## src/inc/rhsc_pkg.sv

```systemverilog
// Package of the root hub status and command block.
// Assumes a single clock domain and a plain register port.
package rhsc_pkg;

  // ****************************************
  // Register offsets
  // ****************************************
  localparam logic [7:0] RHSC_STATUS_OFS = 8'h50;
  localparam logic [7:0] RHSC_CTRL_OFS   = 8'h54;
  localparam logic [7:0] RHSC_IRQ_ST_OFS = 8'h58;
  localparam logic [7:0] RHSC_IRQ_MK_OFS = 8'h5c;

  // ****************************************
  // Field positions
  // ****************************************
  localparam int RHSC_PWR_OFF_BIT  = 0;
  localparam int RHSC_OC_BIT       = 1;
  localparam int RHSC_WAKE_EN_BIT  = 15;
  localparam int RHSC_PWR_ON_BIT   = 16;
  localparam int RHSC_OC_CHG_BIT   = 17;
  localparam int RHSC_WAKE_CLR_BIT = 31;

  // Control register fields
  localparam int RHSC_SCHEME_BIT   = 0;
  localparam int RHSC_PERPORT_BIT  = 1;
  localparam int RHSC_MASK_LSB     = 16;

  // Interrupt status fields
  localparam int RHSC_IRQ_OC_CHG_BIT = 0;
  localparam int RHSC_IRQ_RESUME_BIT = 1;
  localparam int RHSC_IRQ_W          = 2;

  // ****************************************
  // Reset values
  // ****************************************
  localparam logic        RHSC_RWE_RST    = 1'b0;
  localparam logic        RHSC_OC_CHG_RST = 1'b0;
  localparam logic [31:0] RHSC_CTRL_RST   = 32'h0000_0000;
  localparam logic [1:0]  RHSC_IRQ_RST    = 2'h0;

  // ****************************************
  // Types
  // ****************************************
  typedef struct packed {
    logic [7:0]  addr;
    logic [31:0] wdata;
    logic        wr;
    logic        rd;
  } rhsc_bus_s;

  typedef enum logic [1:0] {
    RHSC_OPER,
    RHSC_SUSPEND,
    RHSC_RESUME
  } rhsc_state_e;

endpackage : rhsc_pkg

```

## src/logic/rhsc_sticky.sv

```systemverilog
// Sticky flag bank with write-one-to-clear.
// Assumes set pulses and clear strobes share mclk_i.
`timescale 1ns/100ps
module rhsc_sticky #(
  parameter int W = 2
) (
  input  wire logic         mclk_i,
  input  wire logic         rstn_i,
  input  wire logic         ce_i,
  input  wire logic [W-1:0] set_i,
  input  wire logic [W-1:0] clr_i,
  output logic      [W-1:0] flag_o
);

  // ****************************************
  // Flags, set wins over clear
  // ****************************************
  logic [W-1:0] flag_next;

  assign flag_next = set_i | (flag_o & ~clr_i);

  always_ff @(posedge mclk_i or negedge rstn_i) begin
    if (!rstn_i) begin
      flag_o <= '0;
    end else if (ce_i) begin
      flag_o <= flag_next;
    end
  end

endmodule : rhsc_sticky

```

## src/logic/rhsc_power.sv

```systemverilog
// Per-port power state under global and per-port commands.
// Assumes one-cycle command strobes on mclk_i.
`timescale 1ns/100ps
module rhsc_power #(
  parameter int NPORT = 1
) (
  input  wire logic             mclk_i,
  input  wire logic             rstn_i,
  input  wire logic             ce_i,
  input  wire logic             scheme_i,
  input  wire logic [NPORT-1:0] mask_i,
  input  wire logic             glob_on_i,
  input  wire logic             glob_off_i,
  input  wire logic [NPORT-1:0] port_on_i,
  input  wire logic [NPORT-1:0] port_off_i,
  output logic      [NPORT-1:0] power_o
);

  // ****************************************
  // One power bit per port
  // ****************************************
  genvar g;
  generate
    for (g = 0; g < NPORT; g++) begin : g_port
      wire logic glob_ok;
      wire logic on_hit;
      wire logic off_hit;
      assign glob_ok = !scheme_i || !mask_i[g];
      assign on_hit  = (glob_on_i && glob_ok)
                       || (port_on_i[g] && scheme_i && mask_i[g]);
      assign off_hit = (glob_off_i && glob_ok)
                       || (port_off_i[g] && scheme_i && mask_i[g]);
      always_ff @(posedge mclk_i or negedge rstn_i) begin
        if (!rstn_i) begin
          power_o[g] <= 1'b0;
        end else if (ce_i) begin
          if (on_hit) begin
            power_o[g] <= 1'b1;
          end else if (off_hit) begin
            power_o[g] <= 1'b0;
          end
        end
      end
    end
  endgenerate

endmodule : rhsc_power

```

## src/logic/rhsc_top.sv

```systemverilog
// Root hub status and command register with power and wakeup logic.
// Assumes a plain register port and synchronous pin inputs on mclk_i.
//
// Behaviour
// - A one written to the wakeup clear command clears the wakeup enable, unless the same write also sets it.
// - Any change of the overcurrent indicator sets its change flag.
// - The overcurrent change flag clears on a written one, not on a zero.
// - Global power-on in global mode powers every port.
// - Global power-on in per-port mode powers only unmasked ports.
// - Global power-off in global mode unpowers every port, unless the same write also carries global power-on.
// - Global power-off in per-port mode unpowers only unmasked ports, unless the same write also carries global power-on.
// - With wakeup enabled an attach change takes suspend to resume.
// - A one written to the wakeup enable sets it; a zero does nothing.
// - The overcurrent indicator follows the global overcurrent input.
// - With per-port overcurrent the indicator stays at zero.
// - In per-port mode masked ports obey only per-port commands; in global mode every port obeys only global commands.
`timescale 1ns/100ps
module rhsc_top #(
  parameter int NPORT = 1
) (
  input  wire logic             mclk_i,
  input  wire logic             rstn_i,
  input  wire logic             ce_i,
  input  wire logic [7:0]       addr_i,
  input  wire logic [31:0]      wdata_i,
  input  wire logic             wr_i,
  input  wire logic             rd_i,
  output logic      [31:0]      rdata_o,
  input  wire logic             overcurrent_i,
  input  wire logic             attach_change_i,
  input  wire logic             suspend_req_i,
  input  wire logic             resume_done_i,
  input  wire logic [NPORT-1:0] port_on_i,
  input  wire logic [NPORT-1:0] port_off_i,
  output logic      [NPORT-1:0] port_power_state_o,
  output logic      [1:0]       hc_state_o,
  output logic                  irq_o
);

  // ****************************************
  // Bus decode
  // ****************************************
  rhsc_pkg::rhsc_bus_s bus;
  assign bus = '{addr: addr_i, wdata: wdata_i, wr: wr_i, rd: rd_i};

  function automatic logic hit(input logic [7:0] a, input logic [7:0] o);
    hit = (a == o);
  endfunction : hit

  // ****************************************
  // Register select
  // ****************************************
  function automatic logic [3:0] reg_sel(input logic [7:0] a);
    reg_sel = {hit(a, rhsc_pkg::RHSC_IRQ_MK_OFS),
               hit(a, rhsc_pkg::RHSC_IRQ_ST_OFS),
               hit(a, rhsc_pkg::RHSC_CTRL_OFS),
               hit(a, rhsc_pkg::RHSC_STATUS_OFS)};
  endfunction : reg_sel

  wire logic [3:0] sel;
  wire logic [3:0] wr_sel;
  wire logic       wr_status;
  wire logic       wr_ctrl;
  wire logic       wr_irq_st;
  wire logic       wr_irq_mk;
  assign sel       = reg_sel(bus.addr);
  assign wr_sel    = bus.wr ? sel : 4'h0;
  assign wr_status = wr_sel[0];
  assign wr_ctrl   = wr_sel[1];
  assign wr_irq_st = wr_sel[2];
  assign wr_irq_mk = wr_sel[3];

  // ****************************************
  // Command strobes
  // ****************************************
  wire logic glob_on;
  wire logic glob_off;
  wire logic rwe_set;
  wire logic rwe_clr;
  wire logic ovc_chg_clr;
  assign glob_on     = wr_status
                       && bus.wdata[rhsc_pkg::RHSC_PWR_ON_BIT];
  assign glob_off    = wr_status
                       && bus.wdata[rhsc_pkg::RHSC_PWR_OFF_BIT];
  assign rwe_set     = wr_status
                       && bus.wdata[rhsc_pkg::RHSC_WAKE_EN_BIT];
  assign rwe_clr     = wr_status
                       && bus.wdata[rhsc_pkg::RHSC_WAKE_CLR_BIT];
  assign ovc_chg_clr = wr_status
                       && bus.wdata[rhsc_pkg::RHSC_OC_CHG_BIT];

  // ****************************************
  // Control register
  // ****************************************
  logic             scheme_reg;
  logic             perport_reg;
  logic [NPORT-1:0] mask_reg;
  wire logic             scheme;
  wire logic             perport_oc;
  wire logic [NPORT-1:0] mask;
  wire logic             scheme_next;
  wire logic             perport_next;
  wire logic [NPORT-1:0] mask_next;
  assign scheme_next  = wr_ctrl ? bus.wdata[rhsc_pkg::RHSC_SCHEME_BIT]
                                : scheme_reg;
  assign perport_next = wr_ctrl ? bus.wdata[rhsc_pkg::RHSC_PERPORT_BIT]
                                : perport_reg;
  assign mask_next    = wr_ctrl ? bus.wdata[rhsc_pkg::RHSC_MASK_LSB +: NPORT]
                                : mask_reg;
  assign scheme     = scheme_reg;
  assign perport_oc = perport_reg;
  assign mask       = mask_reg;

  always_ff @(posedge mclk_i or negedge rstn_i) begin
    if (!rstn_i) begin
      scheme_reg  <= rhsc_pkg::RHSC_CTRL_RST[rhsc_pkg::RHSC_SCHEME_BIT];
      perport_reg <= rhsc_pkg::RHSC_CTRL_RST[rhsc_pkg::RHSC_PERPORT_BIT];
      mask_reg    <= rhsc_pkg::RHSC_CTRL_RST[rhsc_pkg::RHSC_MASK_LSB +: NPORT];
    end else if (ce_i) begin
      scheme_reg  <= scheme_next;
      perport_reg <= perport_next;
      mask_reg    <= mask_next;
    end
  end

  // ****************************************
  // Control field view
  // ****************************************
  wire logic [31:0] ctrl_view;
  assign ctrl_view = {15'h0000, mask[0], 14'h0000, perport_oc, scheme};

  // ****************************************
  // Overcurrent and change flag
  // ****************************************
  logic ovc_reg;
  logic ovc_chg_reg;
  wire logic ovc_next;
  wire logic ovc_event;
  wire logic ovc_chg_next;
  assign ovc_next     = overcurrent_i && !perport_oc;
  assign ovc_event    = ovc_next != ovc_reg;
  assign ovc_chg_next = ovc_event || (ovc_chg_reg && !ovc_chg_clr);

  always_ff @(posedge mclk_i or negedge rstn_i) begin
    if (!rstn_i) begin
      ovc_reg <= 1'b0;
    end else if (ce_i) begin
      ovc_reg <= ovc_next;
    end
  end

  // ****************************************
  // Overcurrent change flag
  // ****************************************
  always_ff @(posedge mclk_i or negedge rstn_i) begin
    if (!rstn_i) begin
      ovc_chg_reg <= rhsc_pkg::RHSC_OC_CHG_RST;
    end else if (ce_i) begin
      ovc_chg_reg <= ovc_chg_next;
    end
  end

  // ****************************************
  // Remote wakeup enable
  // ****************************************
  logic rwe_reg;
  wire logic rwe_next;
  assign rwe_next = rwe_set ? 1'b1 : (rwe_clr ? 1'b0 : rwe_reg);

  always_ff @(posedge mclk_i or negedge rstn_i) begin
    if (!rstn_i) begin
      rwe_reg <= rhsc_pkg::RHSC_RWE_RST;
    end else if (ce_i) begin
      rwe_reg <= rwe_next;
    end
  end

  // ****************************************
  // Controller state
  // ****************************************
  rhsc_pkg::rhsc_state_e state_reg;
  rhsc_pkg::rhsc_state_e state_next;
  wire logic in_suspend;
  wire logic wake;
  assign in_suspend = (state_reg == rhsc_pkg::RHSC_SUSPEND);
  assign wake       = in_suspend && attach_change_i && rwe_reg;

  always_comb begin
    state_next = state_reg;
    unique case (state_reg)
      rhsc_pkg::RHSC_OPER: begin
        if (suspend_req_i) begin
          state_next = rhsc_pkg::RHSC_SUSPEND;
        end
      end
      rhsc_pkg::RHSC_SUSPEND: begin
        if (wake) begin
          state_next = rhsc_pkg::RHSC_RESUME;
        end
      end
      rhsc_pkg::RHSC_RESUME: begin
        if (resume_done_i) begin
          state_next = rhsc_pkg::RHSC_OPER;
        end
      end
      default: begin
        state_next = rhsc_pkg::RHSC_OPER;
      end
    endcase
  end

  always_ff @(posedge mclk_i or negedge rstn_i) begin
    if (!rstn_i) begin
      state_reg <= rhsc_pkg::RHSC_OPER;
    end else if (ce_i) begin
      state_reg <= state_next;
    end
  end

  assign hc_state_o = state_reg;

  // ****************************************
  // Port power
  // ****************************************
  rhsc_power #(
    .NPORT (NPORT)
  ) u_power (
    .mclk_i     (mclk_i),
    .rstn_i     (rstn_i),
    .ce_i       (ce_i),
    .scheme_i   (scheme),
    .mask_i     (mask),
    .glob_on_i  (glob_on),
    .glob_off_i (glob_off),
    .port_on_i  (port_on_i),
    .port_off_i (port_off_i),
    .power_o    (port_power_state_o)
  );

  // ****************************************
  // Interrupts
  // ****************************************
  wire logic [rhsc_pkg::RHSC_IRQ_W-1:0] irq_set;
  wire logic [rhsc_pkg::RHSC_IRQ_W-1:0] irq_clr;
  logic      [rhsc_pkg::RHSC_IRQ_W-1:0] irq_st;
  logic      [rhsc_pkg::RHSC_IRQ_W-1:0] irq_mk_reg;
  assign irq_set = {wake, ovc_event};
  assign irq_clr = wr_irq_st ? bus.wdata[rhsc_pkg::RHSC_IRQ_W-1:0] : '0;

  rhsc_sticky #(
    .W (rhsc_pkg::RHSC_IRQ_W)
  ) u_sticky (
    .mclk_i (mclk_i),
    .rstn_i (rstn_i),
    .ce_i   (ce_i),
    .set_i  (irq_set),
    .clr_i  (irq_clr),
    .flag_o (irq_st)
  );

  // ****************************************
  // Interrupt mask
  // ****************************************
  wire logic [rhsc_pkg::RHSC_IRQ_W-1:0] irq_mk_next;
  wire logic [rhsc_pkg::RHSC_IRQ_W-1:0] irq_pend;
  assign irq_mk_next = wr_irq_mk ? bus.wdata[rhsc_pkg::RHSC_IRQ_W-1:0]
                                 : irq_mk_reg;
  assign irq_pend    = irq_st & irq_mk_reg;

  always_ff @(posedge mclk_i or negedge rstn_i) begin
    if (!rstn_i) begin
      irq_mk_reg <= rhsc_pkg::RHSC_IRQ_RST;
    end else if (ce_i) begin
      irq_mk_reg <= irq_mk_next;
    end
  end

  assign irq_o = |irq_pend;

  // ****************************************
  // Status field views
  // ****************************************
  wire logic pwr_off_view;
  wire logic oc_view;
  wire logic wake_en_view;
  wire logic pwr_on_view;
  wire logic oc_chg_view;
  wire logic wake_clr_view;
  assign pwr_off_view  = 1'b0;
  assign oc_view       = ovc_reg;
  assign wake_en_view  = rwe_reg;
  assign pwr_on_view   = 1'b0;
  assign oc_chg_view   = ovc_chg_reg;
  assign wake_clr_view = 1'b0;

  // ****************************************
  // Read back
  // ****************************************
  wire logic [31:0] status_view;
  wire logic [31:0] irq_st_view;
  wire logic [31:0] irq_mk_view;
  wire logic [31:0] rd_mux;
  wire logic [31:0] rdata_next;
  assign status_view = {wake_clr_view, 13'h0000, oc_chg_view, pwr_on_view,
                        wake_en_view, 13'h0000, oc_view, pwr_off_view};
  assign irq_st_view = {30'h0, irq_st};
  assign irq_mk_view = {30'h0, irq_mk_reg};
  assign rd_mux      = ({32{sel[0]}} & status_view)
                     | ({32{sel[1]}} & ctrl_view)
                     | ({32{sel[2]}} & irq_st_view)
                     | ({32{sel[3]}} & irq_mk_view);
  assign rdata_next  = bus.rd ? rd_mux : 32'h0000_0000;

  // ****************************************
  // Read data register
  // ****************************************
  always_ff @(posedge mclk_i or negedge rstn_i) begin
    if (!rstn_i) begin
      rdata_o <= 32'h0000_0000;
    end else if (ce_i) begin
      rdata_o <= rdata_next;
    end
  end

endmodule : rhsc_top

```

## config.mk

```make
export PLATFORM = sky130hd
export DESIGN_NAME = rhsc_top
export DESIGN_NICKNAME = d
export VERILOG_FILES = /design/src/inc/rhsc_pkg.sv /design/src/logic/rhsc_sticky.sv /design/src/logic/rhsc_power.sv /design/src/logic/rhsc_top.sv
export SDC_FILE = /design/constraint.sdc
export NUM_CORES = 1
export LEC_CHECK = 0
export ABC_AREA = 1
export BUFFER_PORTS_ARGS = -buffer_cell sky130_fd_sc_hd__buf_2
export CAP_MARGIN = 15
export CELL_PAD_IN_SITES_DETAIL_PLACEMENT = 0
export CELL_PAD_IN_SITES_GLOBAL_PLACEMENT = 1
export CORE_MARGIN = 1
export CORE_UTILIZATION = 28
export DETAILED_ROUTE_END_ITERATION = 6
export PLACE_DENSITY_LB_ADDON = 0.12
export SLEW_MARGIN = 30
export SYNTH_ARGS = -nofsm -noshare
export SYNTH_HDL_FRONTEND = slang
export SYNTH_SLANG_ARGS = --single-unit
```

## constraint.sdc

```tcl
create_clock -name mclk_i -period 1.7 [get_ports mclk_i]
set_input_delay 0.085 -clock mclk_i [delete_from_list [all_inputs] [get_ports mclk_i]]
set_output_delay 0.085 -clock mclk_i [all_outputs]
set_load 0.005 [all_outputs]
```

==> results of run 1 <==
per-stage QoR:
stage | hold WS (ns) | worst slack [ns] | util [%]
after floorplan | -0.211 | 0.697 | -
after global placement | 0.0495 | 0.565 | 32.4
after detailed placement | 0.0553 | 0.582 | 32.4
after CTS | 0.0702 | 0.592 | 34.0
after global routing | 0.0816 | 0.472 | 34.0
final | 0.0687 | 0.596 | 34.0
final timing paths:
| check | startpoint | cells after the start | endpoint |
|---|---|---|---|
| min in group asynchronous | rstn_i | 2 | rdata_o[15]$_DFFE_PN0P_ |
| worst max register to register | hc_state_o[1]$_DFFE_PN0P_ | 6 | hc_state_o[0]$_DFFE_PN0P_ |
| worst min register to register | rdata_o[15]$_DFFE_PN0P_ | 2 | rdata_o[15]$_DFFE_PN0P_ |
| max in group asynchronous | rstn_i | 2 | irq_mk_reg[1]$_DFFE_PN0P_ |
| worst max-delay path | hc_state_o[1]$_DFFE_PN0P_ | 6 | hc_state_o[0]$_DFFE_PN0P_ |
| worst min-delay path | wdata_i[16] | 3 | mask$_DFFE_PN0P_ |
layout make-up:
type,count,area [sq um]
timing repair buffer,34,175
clock buffer,4,55.1
tap,50,62.6
multi-input combinational,124,561
inverter,18,67.6
fill,452,2660
sequential,18,450
worst max-delay path, stage by stage (launching register included):
cell     delay, ns
dfrtp_1       0.41
inv_1         0.09
a21oi_1       0.06
a21oi_1       0.18
o21ai_0       0.11
o21ai_0       0.09
inv_1         0.06
power by group:
part | switching [mW] | internal (mW) | leakage (nW)
logic | 0.0986 | 0.0648 | 0.555
clock network | 0.147 | 0.206 | 0.0288
registers | 0.0263 | 0.464 | 0.215
total | 0.272 | 0.734 | 0.798
cell usage after synthesis:
cell	number	area [sq um]
o31ai_1	1	7.51
nand2_1	49	184
a21oi_1	2	10.0
conb_1	1	3.75
a22o_1	1	8.76
nor3_1	1	5.00
inv_1	17	63.8
nor4_4	1	21.3
nand2_4	1	11.3
nand3_1	15	75.1
buf_4	27	203
dfrtp_1	18	450
o21ai_0	11	55.1
xnor2_1	1	8.76
nand4_1	1	6.26
nor2_1	10	37.5
nor2_4	2	22.5
inv_2	1	3.75
nor2_2	1	6.26
cells by family (layout without fill, tap and decap cells):
family	Yosys count	count (layout)
xor gates and xnor gates	1	1
buffers and inverters	45	56
AOI/OAI and AO/OA	15	15
other	1	27
and+or+nand+nor	81	81
DFF	18	18
per-layer routing:
layer | up-vias | track usage, % | wire length [microns] | part of all wire (%)
met5 | - | 0 | 0 | 0
met3 | 2 | 1.71 | 136 | 5.2
li1 | 523 | - | - | -
met4 | 0 | 3.99 | 17 | 0.65
met2 | 35 | 20.4 | 1210 | 47
met1 | 458 | 17.7 | 1230 | 47
timing repair:
| item | 4_1_cts | 5_1_grt |
|---|---|---|
| setup endpoints to repair | 0 | 0 |
| endpoints found under the hold margin | 18 | 0 |
| hold buffers | 1 | 0 |
==> impl_results.md, run 1 <==
- Vias in the first global route: 957
- FF+latch count, synth: 18
- Largest family of logic cells by synthesized area: simple AND/OR/NAND/NOR gates
- Share of cells above drive strength 1: 21.7%
- Chip width: 67.0 microns
- Root Driver: clkbuf_8
- Synth Area in Adders: 0%
- Critical path arrival: 1.25 ns
- CP max FO: 4
- Worst vdd ir: 0.272 mV
- Longest Clk Path Bufs: 2
- DRT iter0 DRCs: 32
- Fmax: 0.906 GHz
- Max reg flops: 5
- Setup TNS: 0 ns
- Rows: 23
- Final #Nets: 250
- Routed Antenna Nets: 0
- P per Cell Area: 734 nW/um^2
- Final non-filler cell total: 248
- Fin. max-slew vios: 0
- Clock skew: 0.00109 ns
- GPL Wtd Cong: 0.766
- Dpl cell area: 1310 sq um
- Crit start category: register
- WL per Instance: 10.5 microns
- Core area: 4030 sq um
- Die area: 4490 sq um
- Biggest register: rdata_o
- Fin crit period: 1.10 ns
- Post-Synth Simple-Gate Area: 31.2%
- Commonest non-fill, non-tap cell in the layout: nand2_1
- Mux contribution to synthesized area: 0%
- Io pins: 87
- Post-synthesis xor/xnor area fraction: 0.740%
- Max_cap viols: 0
- Placed cells: 243
- Post-Syn Area: 1180 sq um
- Yosys cell types: 19
- Final instance area: 1370 sq um
- Final worst-path cycle share: 64.9%
- Hold WC Path Type: primary input to register
- Status: complete, no violations
- Critical Path Sink Type: register
- Die height: 67.0 microns
- H-tree Lvls: 1
- Postcts setup bufs: 0
- R2r setup slk: 0.60 ns
- Unrepaired setup endpoints after global routing: false
- Post-cts resize count: 0
- Initial antenna violation count: 0
- Largest net degree at the start of global routing: 19
- Mapped Cells: 161
- Via count: 1018
- Final wirelength: 2600 microns
- TritonRoute pass-1 iters: 4
- N_diodes: 0
- Port Buffer Count: 33
- Layout area overhead: 15.9%
- DR DRC count: 0
- Final Hold Fails: 0
- GRT overflow: 0
- Vias/cell: 4.10
- HPWL Detailed: 2070 microns
- Seq/Total Area, Yosys: 38.1%
- Inserted Clock Buffers: 3
- Worst skew pair latency: 0.25 ns
- Setup Crit Path Kind: register to register
- Clock Sink Count: 18
- First-pass GRT wire length: 4280 microns
- Crit path required time: 1.84 ns
- Initial Util: 29.4%
- Synth Warn #: 0
- Synth Area in Compound Gates: 6.87%
- CTS tree: done
- Gr usage total: 12.8%
- Reg clk slew, reported paths: 0.07 ns
- Design Power: 1.01 mW
- Final setup fails: 0
- Static Leak: 0.798 nW
- Syn avg cell area: 7.35 sq um
- Leading cell types in the layout, fill and taps excluded: nand2_1, buf_2, conb_1
Power figures use the tool's default switching activity.
==> run 2, diff against run 1 <==
--- a/config.mk
+++ b/config.mk
@@ -11,7 +11,7 @@
 export CELL_PAD_IN_SITES_DETAIL_PLACEMENT = 0
 export CELL_PAD_IN_SITES_GLOBAL_PLACEMENT = 1
 export CORE_MARGIN = 1
-export CORE_UTILIZATION = 28
+export CORE_UTILIZATION = 24
 export DETAILED_ROUTE_END_ITERATION = 6
 export PLACE_DENSITY_LB_ADDON = 0.12
 export SLEW_MARGIN = 30
==> constraint.sdc (replaced) <==
create_clock -name mclk_i -period 0.9 [get_ports mclk_i]
set_input_delay 0.045 -clock mclk_i [delete_from_list [all_inputs] [get_ports mclk_i]]
set_output_delay 0.045 -clock mclk_i [all_outputs]
set_load 0.005 [all_outputs]
==> impl_results.md, run 2 (same netlist as run 1, synthesis figures left out) <==
- Status: finished, violations left
- Failing checks: negative setup slack
- WL per Instance: 10.1 microns (-3.9%)
- Inserted Clock Buffers: 3 (unchanged)
- Final worst-path cycle share: 120%
- DR DRC count: 0 (unchanged)
- Final wirelength: 2780 microns (+7.0%)
- Max reg flops: 5 (unchanged)
- Die height: 72.2 microns (+7.8%)
- Io pins: 87 (unchanged)
- Final instance area: 1540 sq um (+12%)
- Crit Reg-Reg Endpoint: hc_state_o[0]$_DFFE_PN0P_
- P per Cell Area: 1320 nW/um^2 (+80%)
- HPWL Detailed: 2260 microns (+9.2%)
- N_diodes: 0 (unchanged)
- Crit path required time: 0.85 ns (-0.99 ns)
- Worst hold slack: 0.0179 ns (-0.0508 ns)
- Core area: 4720 sq um (+17%)
- Fmax: 0.922 GHz
- Die area: 5220 sq um (+16%)
- TritonRoute pass-1 iters: 2 (-2)
- H-tree Lvls: 1 (unchanged)
- Worst hold endpoint: mask$_DFFE_PN0P_
- Gr usage total: 11.3% (-1.5 points)
- CP max FO: 2 (-2)
- Internal power: 1.47 mW (+100%)
- First-pass GRT wire length: 4620 microns (+7.9%)
- Layout area overhead: 29.9%
- Unrepaired setup endpoints after global routing: true
- Worst skew pair latency: 0.25 ns (about the same)
- Final WS setup: -0.184 ns (-0.781 ns)
- Via count: 1058 (+3.9%)
- Root Driver: clkbuf_8
- Logic pwr share: 21.2% (+5.0 points)
- Sequential group share of total power: 45.4% (-3.3 points)
- R2r setup slk: -0.15 ns (-0.75 ns)
- Vias/cell: 3.83 (-6.6%)
- Dpl cell area: 1400 sq um (+6.8%)
- RR Startpoint: hc_state_o[1]$_DFFE_PN0P_
- Initial antenna violation count: 0 (unchanged)
- Clock Sink Count: 18 (unchanged)
- Hold WC Path Type: primary input to register
- Fin. max-slew vios: 0 (unchanged)
- Sw power: 0.561 mW (+110%)
- Worst vdd ir: 0.603 mV (+120%)
- Biggest register: rdata_o
- Reg clk slew, reported paths: 0.08 ns (about the same)
- GRT overflow: 0 (unchanged)
- Setup Crit Path Kind: register to output port
- Critical Path Sink Type: output port
- Hold Startpoint: wdata_i[16]
- Reg2reg path depth: 6 (unchanged)
- Clock share of power: 33.4% (-1.7 points)
- Initial Util: 25.1% (-4.3 points)
- Design Power: 2.04 mW (+100%)
- Leading cell types in the layout, fill and taps excluded: nand2_1, buf_2, conb_1
- Crit start category: register
- Longest Clk Path Bufs: 2 (unchanged)
- Final #Nets: 261 (+4.4%)
- WHS Path Cells: 3 (unchanged)
- Final setup fails: 5 (+5)
- Pre-CTS WS: -0.157 ns (-0.739 ns)
- DRT iter0 DRCs: 24 (-25%)
- CTS tree: done
- Vias in the first global route: 1008 (+5.3%)
- Sw Share: 27.6% (+0.53 points)
- Commonest non-fill, non-tap cell in the layout: nand2_1
- Setup TNS: -0.397 ns (-0.397 ns)
- Rows: 25 (+8.7%)
- Critical path arrival: 1.04 ns (-0.21 ns)
- Largest net degree at the start of global routing: 19 (unchanged)
- Final Hold Fails: 0 (unchanged)
- Chip width: 72.2 microns (+7.8%)
- Routed Antenna Nets: 0 (unchanged)
- Clock skew: 0.00481 ns (+0.00373 ns)
- Fin crit period: 1.08 ns
- GPL Wtd Cong: 0.769 (+0.37%)
- Share of cells above drive strength 1: 32.5% (+11 points)
- Port Buffer Count: 33 (unchanged)
- Max_cap viols: 0 (unchanged)
- Static Leak: 0.871 nW (+9.2%)
## run 2: cell count changes in the layout (fill, tap and decap cells not counted), sizes merged
cell | before | now
buf | 33 | 44
## run 2: how the worst max path moves through the flow
stage | slack (ns) | depth (start not counted) | to | from
after global placement | -0.15 | 6 | hc_state_o[0]$_DFFE_PN0P_ | hc_state_o[1]$_DFFE_PN0P_
after CTS | -0.21 | 3 | irq_o | u_sticky.flag_o[0]$_DFFE_PN0P_
after detailed placement | -0.16 | 6 | hc_state_o[0]$_DFFE_PN0P_ | hc_state_o[1]$_DFFE_PN0P_
after floorplan | -0.10 | 6 | hc_state_o[0]$_DFFE_PN0P_ | hc_state_o[1]$_DFFE_PN0P_
after global routing | -0.23 | 3 | irq_o | u_sticky.flag_o[0]$_DFFE_PN0P_
final | -0.18 | 3 | irq_o | u_sticky.flag_o[0]$_DFFE_PN0P_
## run 2: cell type report
class                   count  area, sq um
multi-input cells         124          608
flip-flops and latches     18          452
clock buffers               4         55.1
inverters                  18         67.6
fillers                   527         3190
well taps                  67         83.8
repair buffers             45          272
## run 2: worst max-delay path, cell delays in order, from the launching register on
cell and delay, ns:
dfrtp_1 0.39, buf_6 0.12, a22o_1 0.16, buf_2 0.12
## run 2: what timing repair did
item	4_1_cts	5_1_grt
setup buffers	2	1
pin swaps	4	7
hold endpoints to repair	18	0
gates resized for setup	14	10
hold buffers	1	0
setup endpoints to repair	9	10
## run 2: through the flow
stage	utilization [%]	instances
floorplan	-	187
global placement	29.5	269
detailed placement	29.5	269
CTS	31.8	276
global route	32.6	276
finish	32.6	276
## run 2: metal layers
| metal | part of all wire, % | vias to the layer above | GRT usage [%] |
|---|---|---|---|
| met3 | 4.8 | 2 | 1.81 |
| met1 | 47 | 473 | 16.2 |
| met5 | 0 | - | 0 |
| met2 | 48 | 37 | 18.2 |
| met4 | 0.29 | 0 | 1.96 |
| li1 | - | 546 | - |
## run 2: power by group through the flow
stage	registers (mW)	logic [mW]	clock network, mW
after detailed placement	0.934	0.368	0
after CTS	0.923	0.420	0.723
final	0.923	0.432	0.681
after floorplan	0.928	0.251	0
after global routing	0.933	0.487	0.748
after global placement	0.934	0.363	0
